**config.mk**
```make
export PLATFORM = sky130hd
export DESIGN_NAME = hbd_host_decode
export DESIGN_NICKNAME = d
export VERILOG_FILES = /design/src/rtl/hbd_pkg.sv /design/src/rtl/hbd_host_decode.sv
export SDC_FILE = /design/constraint.sdc
export NUM_CORES = 1
export LEC_CHECK = 0
export ABC_AREA = 1
export BUFFER_PORTS_ARGS = -buffer_cell sky130_fd_sc_hd__buf_2
export CORE_MARGIN = 4
export CORE_UTILIZATION = 40
export DETAILED_ROUTE_END_ITERATION = 10
export PLACE_DENSITY_LB_ADDON = 0.3
export SLEW_MARGIN = 20
export SYNTH_ARGS = -nofsm -noshare
export SYNTH_HDL_FRONTEND = slang
export SYNTH_SLANG_ARGS = --single-unit
```
**constraint.sdc**
```tcl
create_clock -name CLOCK -period 2.03 [get_ports CLOCK]
set_input_delay 0.1015 -clock CLOCK [delete_from_list [all_inputs] [get_ports CLOCK]]
set_output_delay 0.1015 -clock CLOCK [all_outputs]
set_load 0.005 [all_outputs]
```
**src/rtl/hbd_pkg.sv**
```systemverilog
// Purpose: Shared constants and carriers for the host bus decode block
// Assumes: 11-bit ISA I/O address, 8-bit host data, 32-bit Avalon-MM register bus
// Notes:   Module address windows are fixed legacy I/O ranges
package hbd_pkg;
  localparam int unsigned HBD_AW = 11;
  localparam int unsigned HBD_DW = 8;
  // Avalon word indexes (byte address bits 4:2)
  localparam logic [2:0] HBD_REG_FER    = 3'h0;
  localparam logic [2:0] HBD_REG_MODE   = 3'h1;
  localparam logic [2:0] HBD_REG_PTR    = 3'h2;
  localparam logic [2:0] HBD_REG_S0_1ST = 3'h3;
  localparam logic [2:0] HBD_REG_S0_2ND = 3'h4;
  localparam logic [2:0] HBD_REG_S1_1ST = 3'h5;
  localparam logic [2:0] HBD_REG_S1_2ND = 3'h6;
  localparam logic [2:0] HBD_REG_STAT   = 3'h7;
  // Host-side configuration indexes
  localparam logic [7:0] HBD_IDX_FER    = 8'h00;
  localparam logic [7:0] HBD_IDX_MODE   = 8'h01;
  localparam logic [7:0] HBD_IDX_PTR    = 8'h02;
  localparam logic [7:0] HBD_IDX_S0_1ST = 8'h0A;
  localparam logic [7:0] HBD_IDX_S0_2ND = 8'h0B;
  localparam logic [7:0] HBD_IDX_S1_1ST = 8'h0C;
  localparam logic [7:0] HBD_IDX_S1_2ND = 8'h0D;
  // Field positions
  localparam int unsigned HBD_PTR_RBE   = 2;
  localparam int unsigned HBD_MODE_AT   = 0;
  localparam int unsigned HBD_SF_AHI    = 0;
  localparam int unsigned HBD_SF_RD     = 3;
  localparam int unsigned HBD_SF_WR     = 4;
  localparam int unsigned HBD_SF_OE     = 5;
  localparam int unsigned HBD_SF_KBCOFF = 7;
  // Function enable bits
  localparam int unsigned HBD_NMOD    = 5;
  localparam int unsigned HBD_M_PAR   = 0;
  localparam int unsigned HBD_M_UART1 = 1;
  localparam int unsigned HBD_M_UART2 = 2;
  localparam int unsigned HBD_M_FDC   = 3;
  localparam int unsigned HBD_M_IDE   = 4;
  // Module windows: base and mask of ignored low bits; AT-mode excluded addresses
  localparam logic [HBD_AW-1:0] HBD_PAR_BASE   = 11'h378;
  localparam logic [HBD_AW-1:0] HBD_UART1_BASE = 11'h3F8;
  localparam logic [HBD_AW-1:0] HBD_UART2_BASE = 11'h2F8;
  localparam logic [HBD_AW-1:0] HBD_FDC_BASE   = 11'h3F0;
  localparam logic [HBD_AW-1:0] HBD_IDE_BASE   = 11'h1F0;
  localparam logic [HBD_AW-1:0] HBD_WIN_MASK   = 11'h007;
  localparam logic [HBD_AW-1:0] HBD_AT_EXCL_A  = 11'h3F7;
  localparam logic [HBD_AW-1:0] HBD_AT_EXCL_B  = 11'h377;
  // Index register base choices by base-address strap value
  localparam logic [HBD_AW-1:0] HBD_BASE0 = 11'h398;
  localparam logic [HBD_AW-1:0] HBD_BASE1 = 11'h26E;
  localparam logic [HBD_AW-1:0] HBD_BASE2 = 11'h15C;
  localparam logic [HBD_AW-1:0] HBD_BASE3 = 11'h02E;
  // Reset values and strap settling wait
  localparam logic [7:0] HBD_MODE_RST = 8'h00;
  localparam logic [7:0] HBD_PTR_RST  = 8'h04;
  localparam logic [7:0] HBD_SEL_RST  = 8'h00;
  localparam logic [1:0] HBD_STRAP_WAIT = 2'h2;

  typedef struct packed {
    logic [HBD_AW-1:0] addr;
    logic              rd;
    logic              wr;
    logic              aen;
    logic              dma;
  } hbd_host_t;

  typedef struct packed {
    logic [7:0] first;
    logic [7:0] second;
  } hbd_sel_cfg_t;
endpackage : hbd_pkg

```
**src/rtl/hbd_host_decode.sv**
```systemverilog
// What this block does
// - While address enable is high no internal function or register is selected from the address.
// - DMA transfers proceed whatever the level on address enable.
// - The two base-address straps are sampled at reset and pick one of four index/data bases.
// - The five configuration straps are sampled at power-up and pick one of 32 defaults.
// - The read buffer enable is asserted for every answered host read except hard-disk reads.
// - The read buffer enable works only when bit 2 of the power and test register is one.
// - In AT mode the read buffer enable stays inactive for reads of 3F7 and 377.
// - The read buffer enable stays inactive for reads of a disabled module.
// - The keyboard select input grants access only while bit 7 of select-0 first config is zero.
// - Each programmable select is driven from an address and conditions held in configs 0Ah-0Dh.
// - A select pin used as output enable makes the input it would carry read as one.
// - Host data bit 0 is the least significant and bit 7 the most significant.
//
// Purpose: Host address decode, strap capture, buffer enable and programmable selects
// Assumes: Host pins are asynchronous and pass two flip-flops; registers over Avalon-MM
// Notes:   Host-side index/data pair: index is host-writable, data is read-only from the host
//
// The Avalon-MM slave port and the address map were chosen for this implementation.
`timescale 1ns/10ps
`default_nettype none
module hbd_host_decode
  import hbd_pkg::*;
(
  // Clock and reset
  input  wire logic              CLOCK,
  input  wire logic              NRST,
  // Avalon-MM slave
  input  wire logic [4:0]        AVS_ADDRESS,
  input  wire logic              AVS_READ,
  input  wire logic              AVS_WRITE,
  input  wire logic [31:0]       AVS_WRITEDATA,
  output logic [31:0]            AVS_READDATA,
  output logic                   AVS_WAITREQUEST,
  // Host bus
  input  wire logic [HBD_AW-1:0] HOST_ADDR,
  input  wire logic              HOST_IOR_N,
  input  wire logic              HOST_IOW_N,
  input  wire logic              AEN,
  input  wire logic              DMA_ACK_N,
  input  wire logic [HBD_DW-1:0] HOST_DATA_IN,
  output logic [HBD_DW-1:0]      HOST_DATA_OUT,
  output logic                   HOST_DATA_OE,
  // Straps and selects
  input  wire logic [1:0]        BASE_ADDRESS_STRAPS,
  input  wire logic [4:0]        POWER_UP_CONFIG_STRAPS,
  input  wire logic              KBC_SELECT_IN_N,
  output logic                   READ_BUFFER_ENABLE_N,
  output logic [1:0]             PROGRAMMABLE_SELECT_OUTPUTS_N,
  output logic                   KBC_ACCESS
);
  localparam int unsigned SW = HBD_AW + 4 + HBD_DW + 2 + 5 + 1;
  // Idle pin levels, so no false strobe is seen while the synchronisers refill
  localparam logic [SW-1:0] SYNC_IDLE = {{HBD_AW{1'b0}}, 4'hF, {HBD_DW{1'b0}}, 7'h00, 1'b1};

  logic [SW-1:0]         sync1_r;
  logic [SW-1:0]         sync2_r;
  hbd_host_t             hs;
  logic [HBD_DW-1:0]     data_s;
  logic [1:0]            bstrap_s;
  logic [4:0]            cfg_s;
  logic                  kbc_n_s;
  logic [HBD_NMOD-1:0]   fer_r;
  logic [7:0]            mode_r;
  logic [7:0]            ptr_r;
  hbd_sel_cfg_t          sel_r [2];
  logic [7:0]            index_r;
  logic [1:0]            base_sel_r;
  logic [4:0]            cfg_strap_r;
  logic [1:0]            strap_cnt_r;
  logic                  strap_done_r;
  logic                  wait_r;
  logic [HBD_AW-1:0]     base;
  logic                  addr_ok;
  logic [HBD_NMOD-1:0]   hit;
  logic                  cfg_idx_hit;
  logic                  cfg_dat_hit;
  logic                  at_excl;
  logic                  rbe_nxt;
  logic [7:0]            cfg_rd;
  logic                  kbc_sel_eff_n;
  logic                  av_take;

  // Two-flop synchronisers for all host pins and straps
  always_ff @(posedge CLOCK or negedge NRST) begin
    if (!NRST) begin
      sync1_r <= SYNC_IDLE;
      sync2_r <= SYNC_IDLE;
    end else begin
      sync1_r <= {HOST_ADDR, HOST_IOR_N, HOST_IOW_N, AEN, DMA_ACK_N, HOST_DATA_IN,
                  BASE_ADDRESS_STRAPS, POWER_UP_CONFIG_STRAPS, KBC_SELECT_IN_N};
      sync2_r <= sync1_r;
    end
  end

  assign hs.addr = sync2_r[SW-1 -: HBD_AW];
  assign hs.rd   = !sync2_r[SW-HBD_AW-1];
  assign hs.wr   = !sync2_r[SW-HBD_AW-2];
  assign hs.aen  = sync2_r[SW-HBD_AW-3];
  assign hs.dma  = !sync2_r[SW-HBD_AW-4];
  assign data_s  = sync2_r[15:8];
  assign bstrap_s = sync2_r[7:6];
  assign cfg_s   = sync2_r[5:1];
  assign kbc_n_s = sync2_r[0];

  function automatic logic in_win(input logic [HBD_AW-1:0] a, input logic [HBD_AW-1:0] b);
    in_win = ((a & ~HBD_WIN_MASK) == b);
  endfunction : in_win

  // Straps are captured once the synchronised value has settled after reset release
  always_ff @(posedge CLOCK or negedge NRST) begin
    if (!NRST) begin
      strap_cnt_r  <= '0;
      strap_done_r <= 1'b0;
      base_sel_r   <= '0;
      cfg_strap_r  <= '0;
    end else if (!strap_done_r) begin
      if (strap_cnt_r == HBD_STRAP_WAIT) begin
        strap_done_r <= 1'b1;
        base_sel_r   <= bstrap_s;
        cfg_strap_r  <= cfg_s;
      end else begin
        strap_cnt_r <= strap_cnt_r + 2'h1;
      end
    end
  end

  always_comb begin
    unique case (base_sel_r)
      2'h0:    base = HBD_BASE0;
      2'h1:    base = HBD_BASE1;
      2'h2:    base = HBD_BASE2;
      default: base = HBD_BASE3;
    endcase
  end

  // Decode
  assign addr_ok     = !hs.aen && strap_done_r;
  assign hit[HBD_M_PAR]   = in_win(hs.addr, HBD_PAR_BASE);
  assign hit[HBD_M_UART1] = in_win(hs.addr, HBD_UART1_BASE);
  assign hit[HBD_M_UART2] = in_win(hs.addr, HBD_UART2_BASE);
  assign hit[HBD_M_FDC]   = in_win(hs.addr, HBD_FDC_BASE);
  assign hit[HBD_M_IDE]   = in_win(hs.addr, HBD_IDE_BASE);
  assign cfg_idx_hit = addr_ok && (hs.addr == base);
  assign cfg_dat_hit = addr_ok && (hs.addr == HBD_AW'(base + 11'h001));
  assign at_excl     = mode_r[HBD_MODE_AT] &&
                       ((hs.addr == HBD_AT_EXCL_A) || (hs.addr == HBD_AT_EXCL_B));

  always_comb begin
    rbe_nxt = 1'b0;
    if (hs.rd && addr_ok && !hs.dma) begin
      rbe_nxt = (|(hit & fer_r) && !hit[HBD_M_IDE] && !at_excl)
                || cfg_idx_hit || cfg_dat_hit;
    end
    if (hs.rd && hs.dma && fer_r[HBD_M_FDC]) begin
      rbe_nxt = 1'b1;
    end
    rbe_nxt = rbe_nxt && ptr_r[HBD_PTR_RBE];
  end

  always_ff @(posedge CLOCK or negedge NRST) begin
    if (!NRST) begin
      READ_BUFFER_ENABLE_N <= 1'b1;
    end else begin
      READ_BUFFER_ENABLE_N <= !rbe_nxt;
    end
  end

  // Programmable selects
  for (genvar k = 0; k < 2; k++) begin : g_sel
    logic match;
    logic cond;
    assign match = addr_ok && !hs.dma &&
                   (hs.addr == {sel_r[k].first[HBD_SF_AHI +: 3], sel_r[k].second});
    assign cond  = sel_r[k].first[HBD_SF_OE] ? hs.rd :
                   ((hs.rd && sel_r[k].first[HBD_SF_RD]) || (hs.wr && sel_r[k].first[HBD_SF_WR]));
    always_ff @(posedge CLOCK or negedge NRST) begin
      if (!NRST) begin
        PROGRAMMABLE_SELECT_OUTPUTS_N[k] <= 1'b1;
      end else begin
        PROGRAMMABLE_SELECT_OUTPUTS_N[k] <= !(match && cond);
      end
    end
  end

  // Keyboard controller gate
  assign kbc_sel_eff_n = sel_r[0].first[HBD_SF_OE] ? 1'b1 : kbc_n_s;
  always_ff @(posedge CLOCK or negedge NRST) begin
    if (!NRST) begin
      KBC_ACCESS <= 1'b0;
    end else begin
      KBC_ACCESS <= !sel_r[0].first[HBD_SF_KBCOFF] && !kbc_sel_eff_n
                    && addr_ok && (hs.rd || hs.wr);
    end
  end

  // Host index/data pair
  always_comb begin
    unique case (index_r)
      HBD_IDX_FER:    cfg_rd = 8'(fer_r);
      HBD_IDX_MODE:   cfg_rd = mode_r;
      HBD_IDX_PTR:    cfg_rd = ptr_r;
      HBD_IDX_S0_1ST: cfg_rd = sel_r[0].first;
      HBD_IDX_S0_2ND: cfg_rd = sel_r[0].second;
      HBD_IDX_S1_1ST: cfg_rd = sel_r[1].first;
      HBD_IDX_S1_2ND: cfg_rd = sel_r[1].second;
      default:        cfg_rd = 8'h00;
    endcase
  end

  always_ff @(posedge CLOCK or negedge NRST) begin
    if (!NRST) begin
      index_r <= 8'h00;
    end else if (hs.wr && cfg_idx_hit && !hs.dma) begin
      index_r <= data_s;
    end
  end

  always_ff @(posedge CLOCK or negedge NRST) begin
    if (!NRST) begin
      HOST_DATA_OE  <= 1'b0;
      HOST_DATA_OUT <= '0;
    end else begin
      HOST_DATA_OE  <= hs.rd && !hs.dma && (cfg_idx_hit || cfg_dat_hit);
      HOST_DATA_OUT <= cfg_idx_hit ? index_r : cfg_rd;
    end
  end

  // Avalon slave: one wait cycle, then the access completes
  assign av_take = (AVS_READ || AVS_WRITE) && !wait_r;

  always_ff @(posedge CLOCK or negedge NRST) begin
    if (!NRST) begin
      wait_r          <= 1'b1;
      AVS_WAITREQUEST <= 1'b1;
    end else begin
      wait_r          <= !((AVS_READ || AVS_WRITE) && wait_r);
      AVS_WAITREQUEST <= !((AVS_READ || AVS_WRITE) && wait_r);
    end
  end

  always_ff @(posedge CLOCK or negedge NRST) begin
    if (!NRST) begin
      fer_r    <= '0;
      mode_r   <= HBD_MODE_RST;
      ptr_r    <= HBD_PTR_RST;
      sel_r[0] <= {HBD_SEL_RST, HBD_SEL_RST};
      sel_r[1] <= {HBD_SEL_RST, HBD_SEL_RST};
    end else if (!strap_done_r && strap_cnt_r == HBD_STRAP_WAIT) begin
      fer_r <= cfg_s;
    end else if (av_take && AVS_WRITE) begin
      unique case (AVS_ADDRESS[4:2])
        HBD_REG_FER:    fer_r           <= AVS_WRITEDATA[HBD_NMOD-1:0];
        HBD_REG_MODE:   mode_r          <= AVS_WRITEDATA[7:0];
        HBD_REG_PTR:    ptr_r           <= AVS_WRITEDATA[7:0];
        HBD_REG_S0_1ST: sel_r[0].first  <= AVS_WRITEDATA[7:0];
        HBD_REG_S0_2ND: sel_r[0].second <= AVS_WRITEDATA[7:0];
        HBD_REG_S1_1ST: sel_r[1].first  <= AVS_WRITEDATA[7:0];
        HBD_REG_S1_2ND: sel_r[1].second <= AVS_WRITEDATA[7:0];
        default:        ;
      endcase
    end
  end

  always_ff @(posedge CLOCK or negedge NRST) begin
    if (!NRST) begin
      AVS_READDATA <= '0;
    end else if (AVS_READ && wait_r) begin
      unique case (AVS_ADDRESS[4:2])
        HBD_REG_FER:    AVS_READDATA <= 32'(fer_r);
        HBD_REG_MODE:   AVS_READDATA <= 32'(mode_r);
        HBD_REG_PTR:    AVS_READDATA <= 32'(ptr_r);
        HBD_REG_S0_1ST: AVS_READDATA <= 32'(sel_r[0].first);
        HBD_REG_S0_2ND: AVS_READDATA <= 32'(sel_r[0].second);
        HBD_REG_S1_1ST: AVS_READDATA <= 32'(sel_r[1].first);
        HBD_REG_S1_2ND: AVS_READDATA <= 32'(sel_r[1].second);
        default:        AVS_READDATA <= {23'h0, strap_done_r, cfg_strap_r, base_sel_r, 1'b0};
      endcase
    end
  end
endmodule : hbd_host_decode
`default_nettype wire

```
# After elaboration in Yosys (flattened, before gate mapping)
# Cells that the tools add are included.
# W data, S select, Z words.
[word_totals] rom_bits=0 out_inout_bits=46 regBits=179 word_cells=137 inputBits=72 memories=0 mem_bits_rw=0 latchBits=0
[op_classes] multipliers=0 mux=14 n_div=0 reduce_logical=69 bitwise_logic=4 n_addsub=2 n_eq_ne=26 magnitude_cmp=0 shifts=0
[ops] op="$pmux W9 S7" count=1
[ops] op="$pmux W8 S7" count=1
[ops] op="$eq A11 B11 Y1" count=4
[ops] op="$eq A8 B4 Y1 const B" count=4
[ops] op="$eq A8 B7 Y1 const B" count=4
[ops] op="$logic_and A1 B1 Y1" count=32
[ops] op="$pmux W10 S3" count=1
[ops] op="$eq A11 B10 Y1 const B" count=2
[ops] op="$reduce_and A3 Y1" count=6
[ops] op="$mux W5" count=3
[ops] op="$logic_not A1 Y1" count=14
[ops] op="$add A11 B1 Y11 const B" count=1
[ops] op="$eq A3 B3 Y1 const B" count=3
[ops] op="$eq A8 B1 Y1 const B" count=1
[ops] op="$eq A8 B2 Y1 const B" count=1
[ops] op="$eq A8 B6 Y1 const B" count=1
[ops] op="$logic_not A8 Y1" count=1
[ops] op="$logic_or A1 B1 Y1" count=8
[ops] op="$mux W8" count=1
[ops] op="$mux W1" count=7
[ops] op="$eq A3 B2 Y1 const B" count=2
[ops] op="$reduce_and A2 Y1" count=3
[ops] op="$and A5 B5 Y5" count=1
[ops] op="$reduce_or A5 Y1" count=1
[ops] op="other kinds (8)" count=12

# Logic depth before layout (Yosys ltp)
# Gate-level depths: netlist of run 1.
[logic_depth] depth_word=11 depth_mapped=14 depth_no_buf=13

# Worst setup path after synthesis of run 1
# Ideal clock, no wire load.
[synth_timing] path_type="reg-to-reg" start="reg base_sel_r[0]" end="reg index_r[0]" period_less_slack_ps=1690 setup_ps=117 t_required_ps=1913 stages_incl_launch_ff=12 setup_slack_ps=340 n_path_buf=1 t_arrival_ps=1572 cell_sequence="dfrtp_1 clkbuf_2 inv_2 ha_1 o21ai_0 nand2_1 nand2_1 nand2_1 nor2_2 nand3_2 nand2_1 nand2_1"
[synth_between] elab_chain_len=6 elab_cells_between_ends=8 cone_classes="eq/ne: 3; mux: 1; reduce/logical: 4"
[synth_rtl] item="start: declaration" line="hbd_host_decode.sv:68" text="logic [1:0] base_sel_r;"
[synth_rtl] item="start signal: assignment" line="hbd_host_decode.sv:120" text="base_sel_r <= bstrap_s;"
[synth_rtl] item="$eq A2 B2 Y1, or another cell as far along" line="hbd_host_decode.sv:129" text="unique case (base_sel_r)"
[synth_rtl] item="$pmux W10 S3 (*)" line="hbd_host_decode.sv:129"
[synth_rtl] item="$eq A11 B11 Y1 (*)" line="hbd_host_decode.sv:144" text="assign cfg_idx_hit = addr_ok && (hs.addr == base);"
[synth_rtl] item="$logic_and A1 B1 Y1 (*)" line="hbd_host_decode.sv:144"
[synth_rtl] item="$logic_and A1 B1 Y1 (*) (2 in series)" line="hbd_host_decode.sv:214" text="end else if (hs.wr && cfg_idx_hit && !hs.dma) begin"
[synth_rtl] item="end signal: assignment" line="hbd_host_decode.sv:215" text="index_r <= data_s;"
[synth_rtl] item="end: declaration" line="hbd_host_decode.sv:67" text="logic [7:0] index_r;"
# Every way passes the cells marked *; elsewhere a longest branch is shown, timed or not.
# A chain may end at the register's enable or synchronous reset.

# Worst setup path in the final report of run 1
[layout_timing] start="reg base_sel_r[0]" end="reg index_r[1]"
# The elaborated chain is that of the path after synthesis.

==> flow_summary.ini, run 1 <==
[run_status]
status = completed

[layout]
layout_common_cells = nand2_1, dfrtp_1, inv_1
finish.utilization = 0.506
fill_cells = 1665
nets = 1069
drive_gt1_frac = 0.154
insertedDiodeCount = 0
area_delta_synth_final_pct = 23.1
final_common_cell = nand2_1
design_area_um2 = 8810

[pwr]
p_leak_uw = 0.00445
p_per_area_nw_per_um2 = 941
total_power_uw = 8290
peakVddDrop_uv = 681

[timing]
worstMarginPinSlew_ns = 0.504
rsz0062_at_grt = no
final.setup_skew_ns = 0.0108
finalSetupViolCount = 0
setup_tns_ns = 0
layout_min_cycle_time_ns = 1.90
timing.fmax_ghz = 0.527
hold_violations = 0
period_share = 0.935
slew_headroom = 0.663
drv_slew = 0

[route]
drtAntennaViolNets = 0
wl_um = 19100
wl_per_cell_um = 15.5
vias_per_cell = 4.84
dr.first_iter.drc_count = 528
num_vias = 5957
drc_errors = 0
drtPass1Iterations = 5

[worst_setup_path]
critPathKind = reg2reg
crit_start = base_sel_r[0]
required_ns = 2.39
setup.reg_to_reg.worst_slack_ns = 0.13
r2r_cells = 11
startpoint_type = flop
reg2reg_to = index_r[1]
crit_fanout = 11
cp_data_arrival_time_ns = 2.26
end_kind = flop
reg2reg_from = base_sel_r[0]

[synthesis]
async_reset_ff_frac = 1.00
synth_cell_types = 33
synth-main-ff-cell = dfrtp_1
yosysTopAreaCellShare = 0.493
ys_seq_area_frac = 0.548
netlist_area_um2 = 7160
synth_cells = 862
yosysWarnings = 0
avgSynthCellArea_um2 = 8.31
yosys.area.top_type = dfrtp_1
synth_seq_cells = 156
synth_edf_count = 0
synthTopCellsByArea = dfrtp_1, nand2_1, o21ai_0, dfstp_2, inv_1

[clocking]
clock_path_buffers = 2
cts_tree = done
cts-root-buf = clkbuf_16
cts.repair_timing.setup_buffer_count = 0
clock-sinks = 156
clk_latency_ns = 0.43
cts_buffers = 17
htree_levels = 4
clk_pin_slew_worst_paths_ns = 0.07

[floorplanning]
start_util = 0.411
dieArea_um2 = 20100
die_x_um = 142
die_h_um = 142
rows = 48
io_pins = 118
core_um2 = 17400

[min_path]
min_to = sel_r[5]
hold_path_depth = 3
worstHoldStart = AVS_WRITEDATA[5]
min_path_type = in2reg

[placement]
placed_area_um2 = 7870
port_buffers = 68
hpwl_um = 14200
place_congestion = 0.957

[grt]
grt_usage = 0.197
grt_max_degree = 52
grt_pass1_vias = 5718
grt_pass1_wl_um = 30600
grt_overflow = 0
antenna_found_initial = 0

[run]
cap_violations = 0
## worst max-delay path, stage by stage (launching register included)
cell      delay [ns]
dfrtp_2         0.46
inv_2           0.13
ha_1            0.20
inv_1           0.07
nand2_1         0.08
nand2_1         0.07
nor2_1          0.11
nand3b_1        0.10
nor2_2          0.21
buf_4           0.22
nand4_1         0.10
nand2_1         0.08
## worst max-delay path by stage
| stage | to | slack (ns) | depth (start not counted) |
|---|---|---|---|
| CTS | index_r[1] | 0.08 | 10 |
| detailed placement | index_r[1] | 0.10 | 10 |
| finish | index_r[1] | 0.13 | 11 |
| global route | index_r[6] | 0.02 | 11 |
| floorplan | index_r[0] | 0.34 | 11 |
| global placement | index_r[7] | 0.16 | 10 |
## power by group
group	internal (µW)	switching [µW]	total [µW]
Clock	1670	1470	3140
Combinational	483	656	1140
Sequential	3540	477	4010
## stage by stage
stage | hold slack, ns | cells | setup slack (ns)
after floorplan | -0.194 | 884 | 0.340
after global placement | 0.0457 | 1164 | 0.161
after detailed placement | 0.0470 | 1164 | 0.104
after CTS | 0.0379 | 1230 | 0.0780
after global routing | 0.0419 | 1230 | 0.0203
final | 0.0364 | 1230 | 0.131
## what timing repair did
item                                   CTS  global route
setup endpoints to repair                0            12
hold buffers                            34             0
endpoints found under the hold margin  152             0
gates resized for setup                  0             3
## registers in the layout, summed over array words and instances, names as in the netlist, 2 cells and up
signal and flops:
mode_r 8, cfg_strap_r 5, HOST_DATA_OUT 8, strap_cnt_r 2, base_sel_r 2, index_r 8
sel_r 32, ptr_r 8, sync2_r 31, fer_r 5, PROGRAMMABLE_SELECT_OUTPUTS_N 2, AVS_READDATA 9
sync1_r 31
## cell type report
| type | count | area, µm² | area share |
|---|---|---|---|
| clock inverter | 14 | 165 | 0.0187 |
| timing repair buffer | 134 | 965 | 0.109 |
| multi-input combinational | 592 | 2710 | 0.307 |
| tap | 225 | 282 | 0.0320 |
| sequential | 156 | 3920 | 0.445 |
| inverter | 91 | 342 | 0.0388 |
| clock buffer | 18 | 429 | 0.0487 |
## synth_stat cells, drive strengths merged, types with 2 or more instances
master and number:
clkbuf 5, nand2 256, dfstp 15, nand4 18, dfrtp 141, nand3b 2
buf 40, nor3 10, nand3 64, xnor2 16, o22ai 2, ha 5
a21oi 16, nor2 83, xor2 3, inv 91, o21ai 86
## cell families after synthesis
group	count (synthesis)	share of synthesized area
flops	156	0.548
simple gates	437	0.254
fa+ha+maj	5	0.00874
compound gates	108	0.0783
buf+inv	136	0.0869
xor+xnor	19	0.0232
other cells	1	0.000524
## routing by layer
| layer | wire, µm | global-route usage | up-vias |
|---|---|---|---|
| li1 | - | - | 2951 |
| met1 | 8490 | 0.271 | 2740 |
| met2 | 8770 | 0.308 | 230 |
| met3 | 1460 | 0.0546 | 36 |
| met4 | 350 | 0.0556 | 0 |
| met5 | 0 | 0 | - |
No activity file was read; power rests on OpenSTA's default activity.
==> inputs of run 2 (changes only) <==
--- a/config.mk
+++ b/config.mk
@@ -5,7 +5,6 @@
 export SDC_FILE = /design/constraint.sdc
 export NUM_CORES = 1
 export LEC_CHECK = 0
-export ABC_AREA = 1
 export BUFFER_PORTS_ARGS = -buffer_cell sky130_fd_sc_hd__buf_2
 export CORE_MARGIN = 4
 export CORE_UTILIZATION = 40
==> run 2 against run 1 <==
Net effect:
- clock skew shrank 0.0025 ns
- register-to-register slack lost 0.05 ns
- routed wire length shrank 7.9%
- fmax shrank 2.7%
- critical path depth shrank 4
- total power grew 3.5%
- synthesized area shrank 3.7%
- count of clock-buffer cells in the layout grew 5
- highest routed layer unchanged
==> flow_summary.ini, run 2 <==
[worst_setup_path]
end_kind = flop
cp.depth = 7
startpoint_type = flop
max_stage_delay_ns = 0.41
cp_top_family = simple AND/OR/NAND/NOR gates
reg2reg_to = index_r[1]
crit_fanout = 8
required_ns = 2.34
crit_path_top_delay_cell = dfrtp_2
cp_data_arrival_time_ns = 2.26
cp_cell_sequence = buf_6 > ha_4 > o21bai_1 > xor2_1 > and4_4 > nand3b_4 > mux2_4
r2r_cells = 7
crit_buf_inv = 1
critPathKind = reg2reg
setup.reg_to_reg.worst_slack_ns = 0.08
reg2reg_from = base_sel_r[0]

[timing]
finalSetupViolCount = 0
timing.fmax_ghz = 0.512
final.setup_skew_ns = 0.00833
drv_slew = 0
rsz0062_at_grt = yes
slew_headroom = 0.558
setup_tns_ns = 0
hold_violations = 0
worstMarginPinSlew_ns = 0.661
layout_min_cycle_time_ns = 1.95
holdWs_ns = 0.0269
period_share = 0.961

[floorplanning]
die_x_um = 139
die_h_um = 139
start_util = 0.412
rows = 47
core_um2 = 16800
dieArea_um2 = 19400
io_pins = 118

[clocking]
cts_tree = done
clock_path_buffers = 2
clock-sinks = 156
cts-root-buf = clkbuf_16
htree_levels = 4
clk_latency_ns = 0.42
cts_buffers = 17
clk_pin_slew_worst_paths_ns = 0.06

[min_path]
min_to = mode_r[3]
hold_path_depth = 2
worstHoldStart = AVS_WRITEDATA[3]
min_path_type = in2reg

[layout]
fill_cells = 1447
largest_reg_flops = 32
multi_input_area_um2 = 2740
drive_gt1_frac = 0.341
largest_register = sel_r
final_common_cell = dfrtp_1
insertedDiodeCount = 0
largest_registers = sel_r: 32 flops, sync1_r: 31 flops, sync2_r: 31 flops
nets = 751
layout_common_cells = dfrtp_1, buf_2, mux2_2
area_delta_synth_final_pct = 24.5
register_area_um2 = 3920

[route]
num_vias = 4757
drtPass1Iterations = 4
drc_errors = 0
dr.first_iter.drc_count = 294
vias_per_cell = 5.24
drtAntennaViolNets = 0
wl_per_cell_um = 19.4
wl_um = 17600

[synthesis]
netlist_area_um2 = 6900
synth_cells = 542
async_reset_ff_frac = 1.00
synthTopCellsByArea = dfrtp_1, mux2_2, dfstp_2, mux2i_1, buf_4
yosys.area.top_type = dfrtp_1
avgSynthCellArea_um2 = 12.7
synth.most_common_cell = dfrtp_1
synth_cell_types = 58
synth-main-ff-cell = dfrtp_1
synth_edf_count = 0
yosysWarnings = 0
synth_commonest_cells = dfrtp_1, mux2_2, nand2_1
yosysTopAreaCellShare = 0.512
synth_seq_cells = 156
ys_seq_area_frac = 0.569

[placement]
port_buffers = 68
place_congestion = 0.931
hpwl_um = 12700

[pwr]
p_leak_uw = 0.00377
p_per_area_nw_per_um2 = 999
peakVddDrop_uv = 608

[grt]
grt_pass1_vias = 5010
grt_max_degree = 55
grt_usage = 0.186
grt_pass1_wl_um = 27900
grt_overflow = 0
antenna_found_initial = 0

[run]
cap_violations = 0

[run_status]
status = completed
## run 2: cell count changes after synthesis, moves of 7 or more
| cell | previous run | this run |
|---|---|---|
| buf_2 | 16 | 9 |
| inv_1 | 90 | 4 |
| mux2_2 | 0 | 65 |
| mux2i_1 | 0 | 34 |
| nand2_1 | 256 | 43 |
| nand2b_1 | 0 | 7 |
| nand3_1 | 63 | 4 |
| nand4_1 | 18 | 6 |
| nor2_1 | 81 | 15 |
| o21ai_0 | 86 | 33 |
| o22ai_1 | 2 | 14 |
| xor2_1 | 3 | 15 |
## run 2: metrics by stage
stage / std cells / total power [µW] / setup slack [ns] / utilization / instance area, µm²
6_report: 907 / 8580 / 0.0782 / 0.512 / 8590
5_1_grt: 907 / 8980 / -0.0185 / 0.512 / 8590
4_1_cts: 906 / 8650 / 0.0350 / 0.510 / 8540
3_5_place_dp: 837 / 5340 / -0.0611 / 0.451 / 7560
3_3_place_gp: 837 / 5300 / -0.00527 / 0.451 / 7560
2_1_floorplan: 564 / 4740 / 0.0486 / - / 6980
## run 2: kinds of logic after synthesis
| kind of cell | count (synthesis) | share of synthesized area |
|---|---|---|
| AOI/OAI and AO/OA | 86 | 0.0796 |
| other | 1 | 0.000544 |
| and+or+nand+nor | 112 | 0.0876 |
| muxes | 103 | 0.169 |
| buffers and inverters | 52 | 0.0517 |
| DFF | 156 | 0.569 |
| adders and majority gates | 5 | 0.00907 |
| xor gates and xnor gates | 27 | 0.0343 |
## run 2: timing repair
item,4_1_cts,5_1_grt
gates resized for setup,3,10
pin swaps,0,4
hold endpoints to repair,103,0
hold buffers,37,0
setup endpoints to repair,8,33
buffers inserted,0,1
## run 2: routing by layer
layer,wire (µm),part of all wire,track usage,vias up
met5,0,0,0,-
met4,369,0.021,0.0767,0
met3,1070,0.061,0.0439,32
met2,8710,0.50,0.298,179
met1,7420,0.42,0.244,2399
li1,-,-,-,2147
## run 2: area by class of cell
type	instances	area share
inverter	4	0.00175
sequential	156	0.457
tap	220	0.0321
multi-input combinational	356	0.319
clock inverter	9	0.0159
timing repair buffer	139	0.120
clock buffer	23	0.0545
## run 2: how the worst max path moves through the flow
| stage | startpoint | to | slack [ns] |
|---|---|---|---|
| 3_3_place_gp | base_sel_r[0] | index_r[6] | -0.005 |
| 6_report | base_sel_r[0] | index_r[1] | 0.08 |
| 5_1_grt | base_sel_r[0] | index_r[1] | -0.02 |
| 4_1_cts | base_sel_r[0] | index_r[1] | 0.03 |
| 2_1_floorplan | base_sel_r[0] | index_r[0] | 0.05 |
| 3_5_place_dp | base_sel_r[0] | index_r[1] | -0.06 |
## run 2: power by group
group | internal [µW] | switching (µW) | leakage, µW
clock | 2000 | 1210 | 0.000276
combinational | 708 | 568 | 0.00162
sequential | 3570 | 516 | 0.00187
## run 2: worst register-to-register path, cell delays in order, from the launching register on
cell      delay [ns]
dfrtp_2         0.41
buf_6           0.14
ha_4            0.15
o21bai_1        0.16
xor2_1          0.21
and4_4          0.29
nand3b_4        0.15
mux2_4          0.33
==> inputs of run 3 (changes only) <==
==> constraint.sdc (replaced) <==
create_clock -name CLOCK -period 1.6 [get_ports CLOCK]
set_input_delay 0.08 -clock CLOCK [delete_from_list [all_inputs] [get_ports CLOCK]]
set_output_delay 0.08 -clock CLOCK [all_outputs]
set_load 0.005 [all_outputs]
==> run 3 against run 2 <==
Net effect:
- the run now ends with negative setup slack left
- hold slack better by 0.0073 ns
- first-iteration DRC count increased by 2.4%
- die area did not move
- combinational power up 60%
- cell area grew 8.3%
- sequential share of layout area is 3.5 points lower
- non-clock buffer count up 40
- via count grew 1.8%
- cell count increased by 4.5%
- highest routed layer unchanged
==> flow_summary.ini, run 3 (synthesized netlist as in run 2, its figures left out) <==
[pwr]
peakVddDrop_uv = 850
total_power_uw = 11900
p_per_area_nw_per_um2 = 1280
p_leak_uw = 0.00422

[layout]
register_area_um2 = 3920
final_cells = 948
largest_register = sel_r
nets = 791
drive_gt1_frac = 0.388
fill_cells = 1370
largest_registers = sel_r: 32 flops, sync1_r: 31 flops, sync2_r: 31 flops
largest_reg_flops = 32
final_common_cell = dfrtp_1
layout_common_cells = dfrtp_1, buf_2, buf_4
multi_input_area_um2 = 3010
finish.utilization = 0.555
area_delta_synth_final_pct = 34.8

[grt]
grt_pass1_wl_um = 28700
antenna_found_initial = 0
grt_pass1_vias = 5225
grt_max_degree = 57
grt_usage = 0.194
grt_overflow = 0

[floorplanning]
die_h_um = 139
start_util = 0.412
io_pins = 118
dieArea_um2 = 19400
core_um2 = 16800
rows = 47
die_x_um = 139

[run]
cap_violations = 0

[route]
wl_um = 18100
met3_length_um = 992
vias_per_cell = 5.11
wl_met1_um = 8020
wl_met2_um = 8640
dr.first_iter.drc_count = 301
num_vias = 4843
wl_per_cell_um = 19.1
drtPass1Iterations = 5
drc_errors = 0
top_layer = met4
drtAntennaViolNets = 0

[placement]
place_congestion = 0.912
port_buffers = 68
hpwl_um = 13400
place_inst = 868

[worst_setup_path]
crit_fanout = 8
end_kind = flop
cp_cell_sequence = inv_2 > ha_4 > xor2_1 > nor3_2 > and4_4 > nand3b_4 > mux2_4
critPathKind = reg2reg
crit_buf_inv = 1
startpoint_type = flop
required_ns = 1.91
cp_data_arrival_time_ns = 2.25
setup.reg_to_reg.worst_slack_ns = -0.34
crit_path_top_delay_cell = dfrtp_2
cp_top_family = simple AND/OR/NAND/NOR gates
max_stage_delay_ns = 0.44

[clocking]
clk_pin_slew_worst_paths_ns = 0.06
clock-sinks = 156
clock_path_buffers = 2
cts-root-buf = clkbuf_16
htree_levels = 4
cts_tree = done
cts_buffers = 17
clk_latency_ns = 0.43

[timing]
layout_min_cycle_time_ns = 1.94
timing.fmax_ghz = 0.517
period_share = 1.21
slew_headroom = 0.662
final.setup_skew_ns = 0.00997
worstMarginPinSlew_ns = 0.506
drv_slew = 0
rsz0062_at_grt = yes
finalSetupViolCount = 66
worst_slack_ns = -0.335
hold_violations = 0

[min_path]
min_path_type = in2reg

[run_status]
status = finished with violations
violations = negative setup slack
==> run 3: changes by cell type in the layout (fill, tap and decap cells not counted), sizes merged <==
cell and delta:
buf +37, clkinvlp -5, bufinv +4, clkbuf -2, diode +2, dlygate4sd3 +3
clkinv +2
==> run 3: metal layers <==
metal,vias to the layer above,track usage
li1,2235,-
met1,2416,0.257
met5,-,0
met3,34,0.0484
met2,158,0.306
met4,0,0.0793
==> run 3: worst reg2reg max path, stage by stage, from the launching register on <==
cell	delay, ns
dfrtp_2	0.44
inv_2	0.10
ha_4	0.20
xor2_1	0.17
nor3_2	0.15
and4_4	0.30
nand3b_4	0.15
mux2_4	0.32
==> run 3: cell type report <==
class	count	share of cell area
flip-flops and latches	156	0.422
multi-input cells	356	0.324
repair buffers	179	0.148
clock buffers	21	0.0485
well taps	220	0.0296
clock inverters	10	0.0254
inverters	4	0.00162
diodes	2	0.000538
==> run 3: what timing repair did <==
action | CTS | global route
endpoints found under the setup margin | 76 | 71
endpoints found under the hold margin | 114 | 0
resized for setup | 25 | 22
hold buffers | 40 | 0
buffers inserted | 3 | 4
pin swaps | 6 | 3
==> run 3: per-stage QoR <==
step                TNS (ns)  area [µm²]  setup WS [ns]  hold WS, ns
global route          -13.02        9290         -0.468       0.0271
floorplan              -8.37        7170         -0.310       -0.216
finish                 -7.11        9300         -0.335       0.0343
detailed placement    -19.70        7970         -0.504       0.0610
CTS                    -7.74        9170         -0.330       0.0104
global placement      -18.28        7970         -0.450       0.0557
==> run 3: report_power, final <==
group          internal, µW  total, µW  switching [µW]  leakage, µW
sequential             4530       5170             636      0.00187
clock                  3120       4680            1560     0.000332
combinational          1200       2050             849      0.00201
==> run 3: final timing paths <==
kind	start	end	cells after the start
worst min register to register	sync1_r[3]	sync2_r[3]	0
worst max register to register	base_sel_r[0]	index_r[0]	7
max in group asynchronous	NRST	sync2_r[16]	3
min in group asynchronous	NRST	sync2_r[3]	2
worst max-delay path	base_sel_r[0]	index_r[0]	7
worst min-delay path	AVS_WRITEDATA[4]	sel_r[4]	2
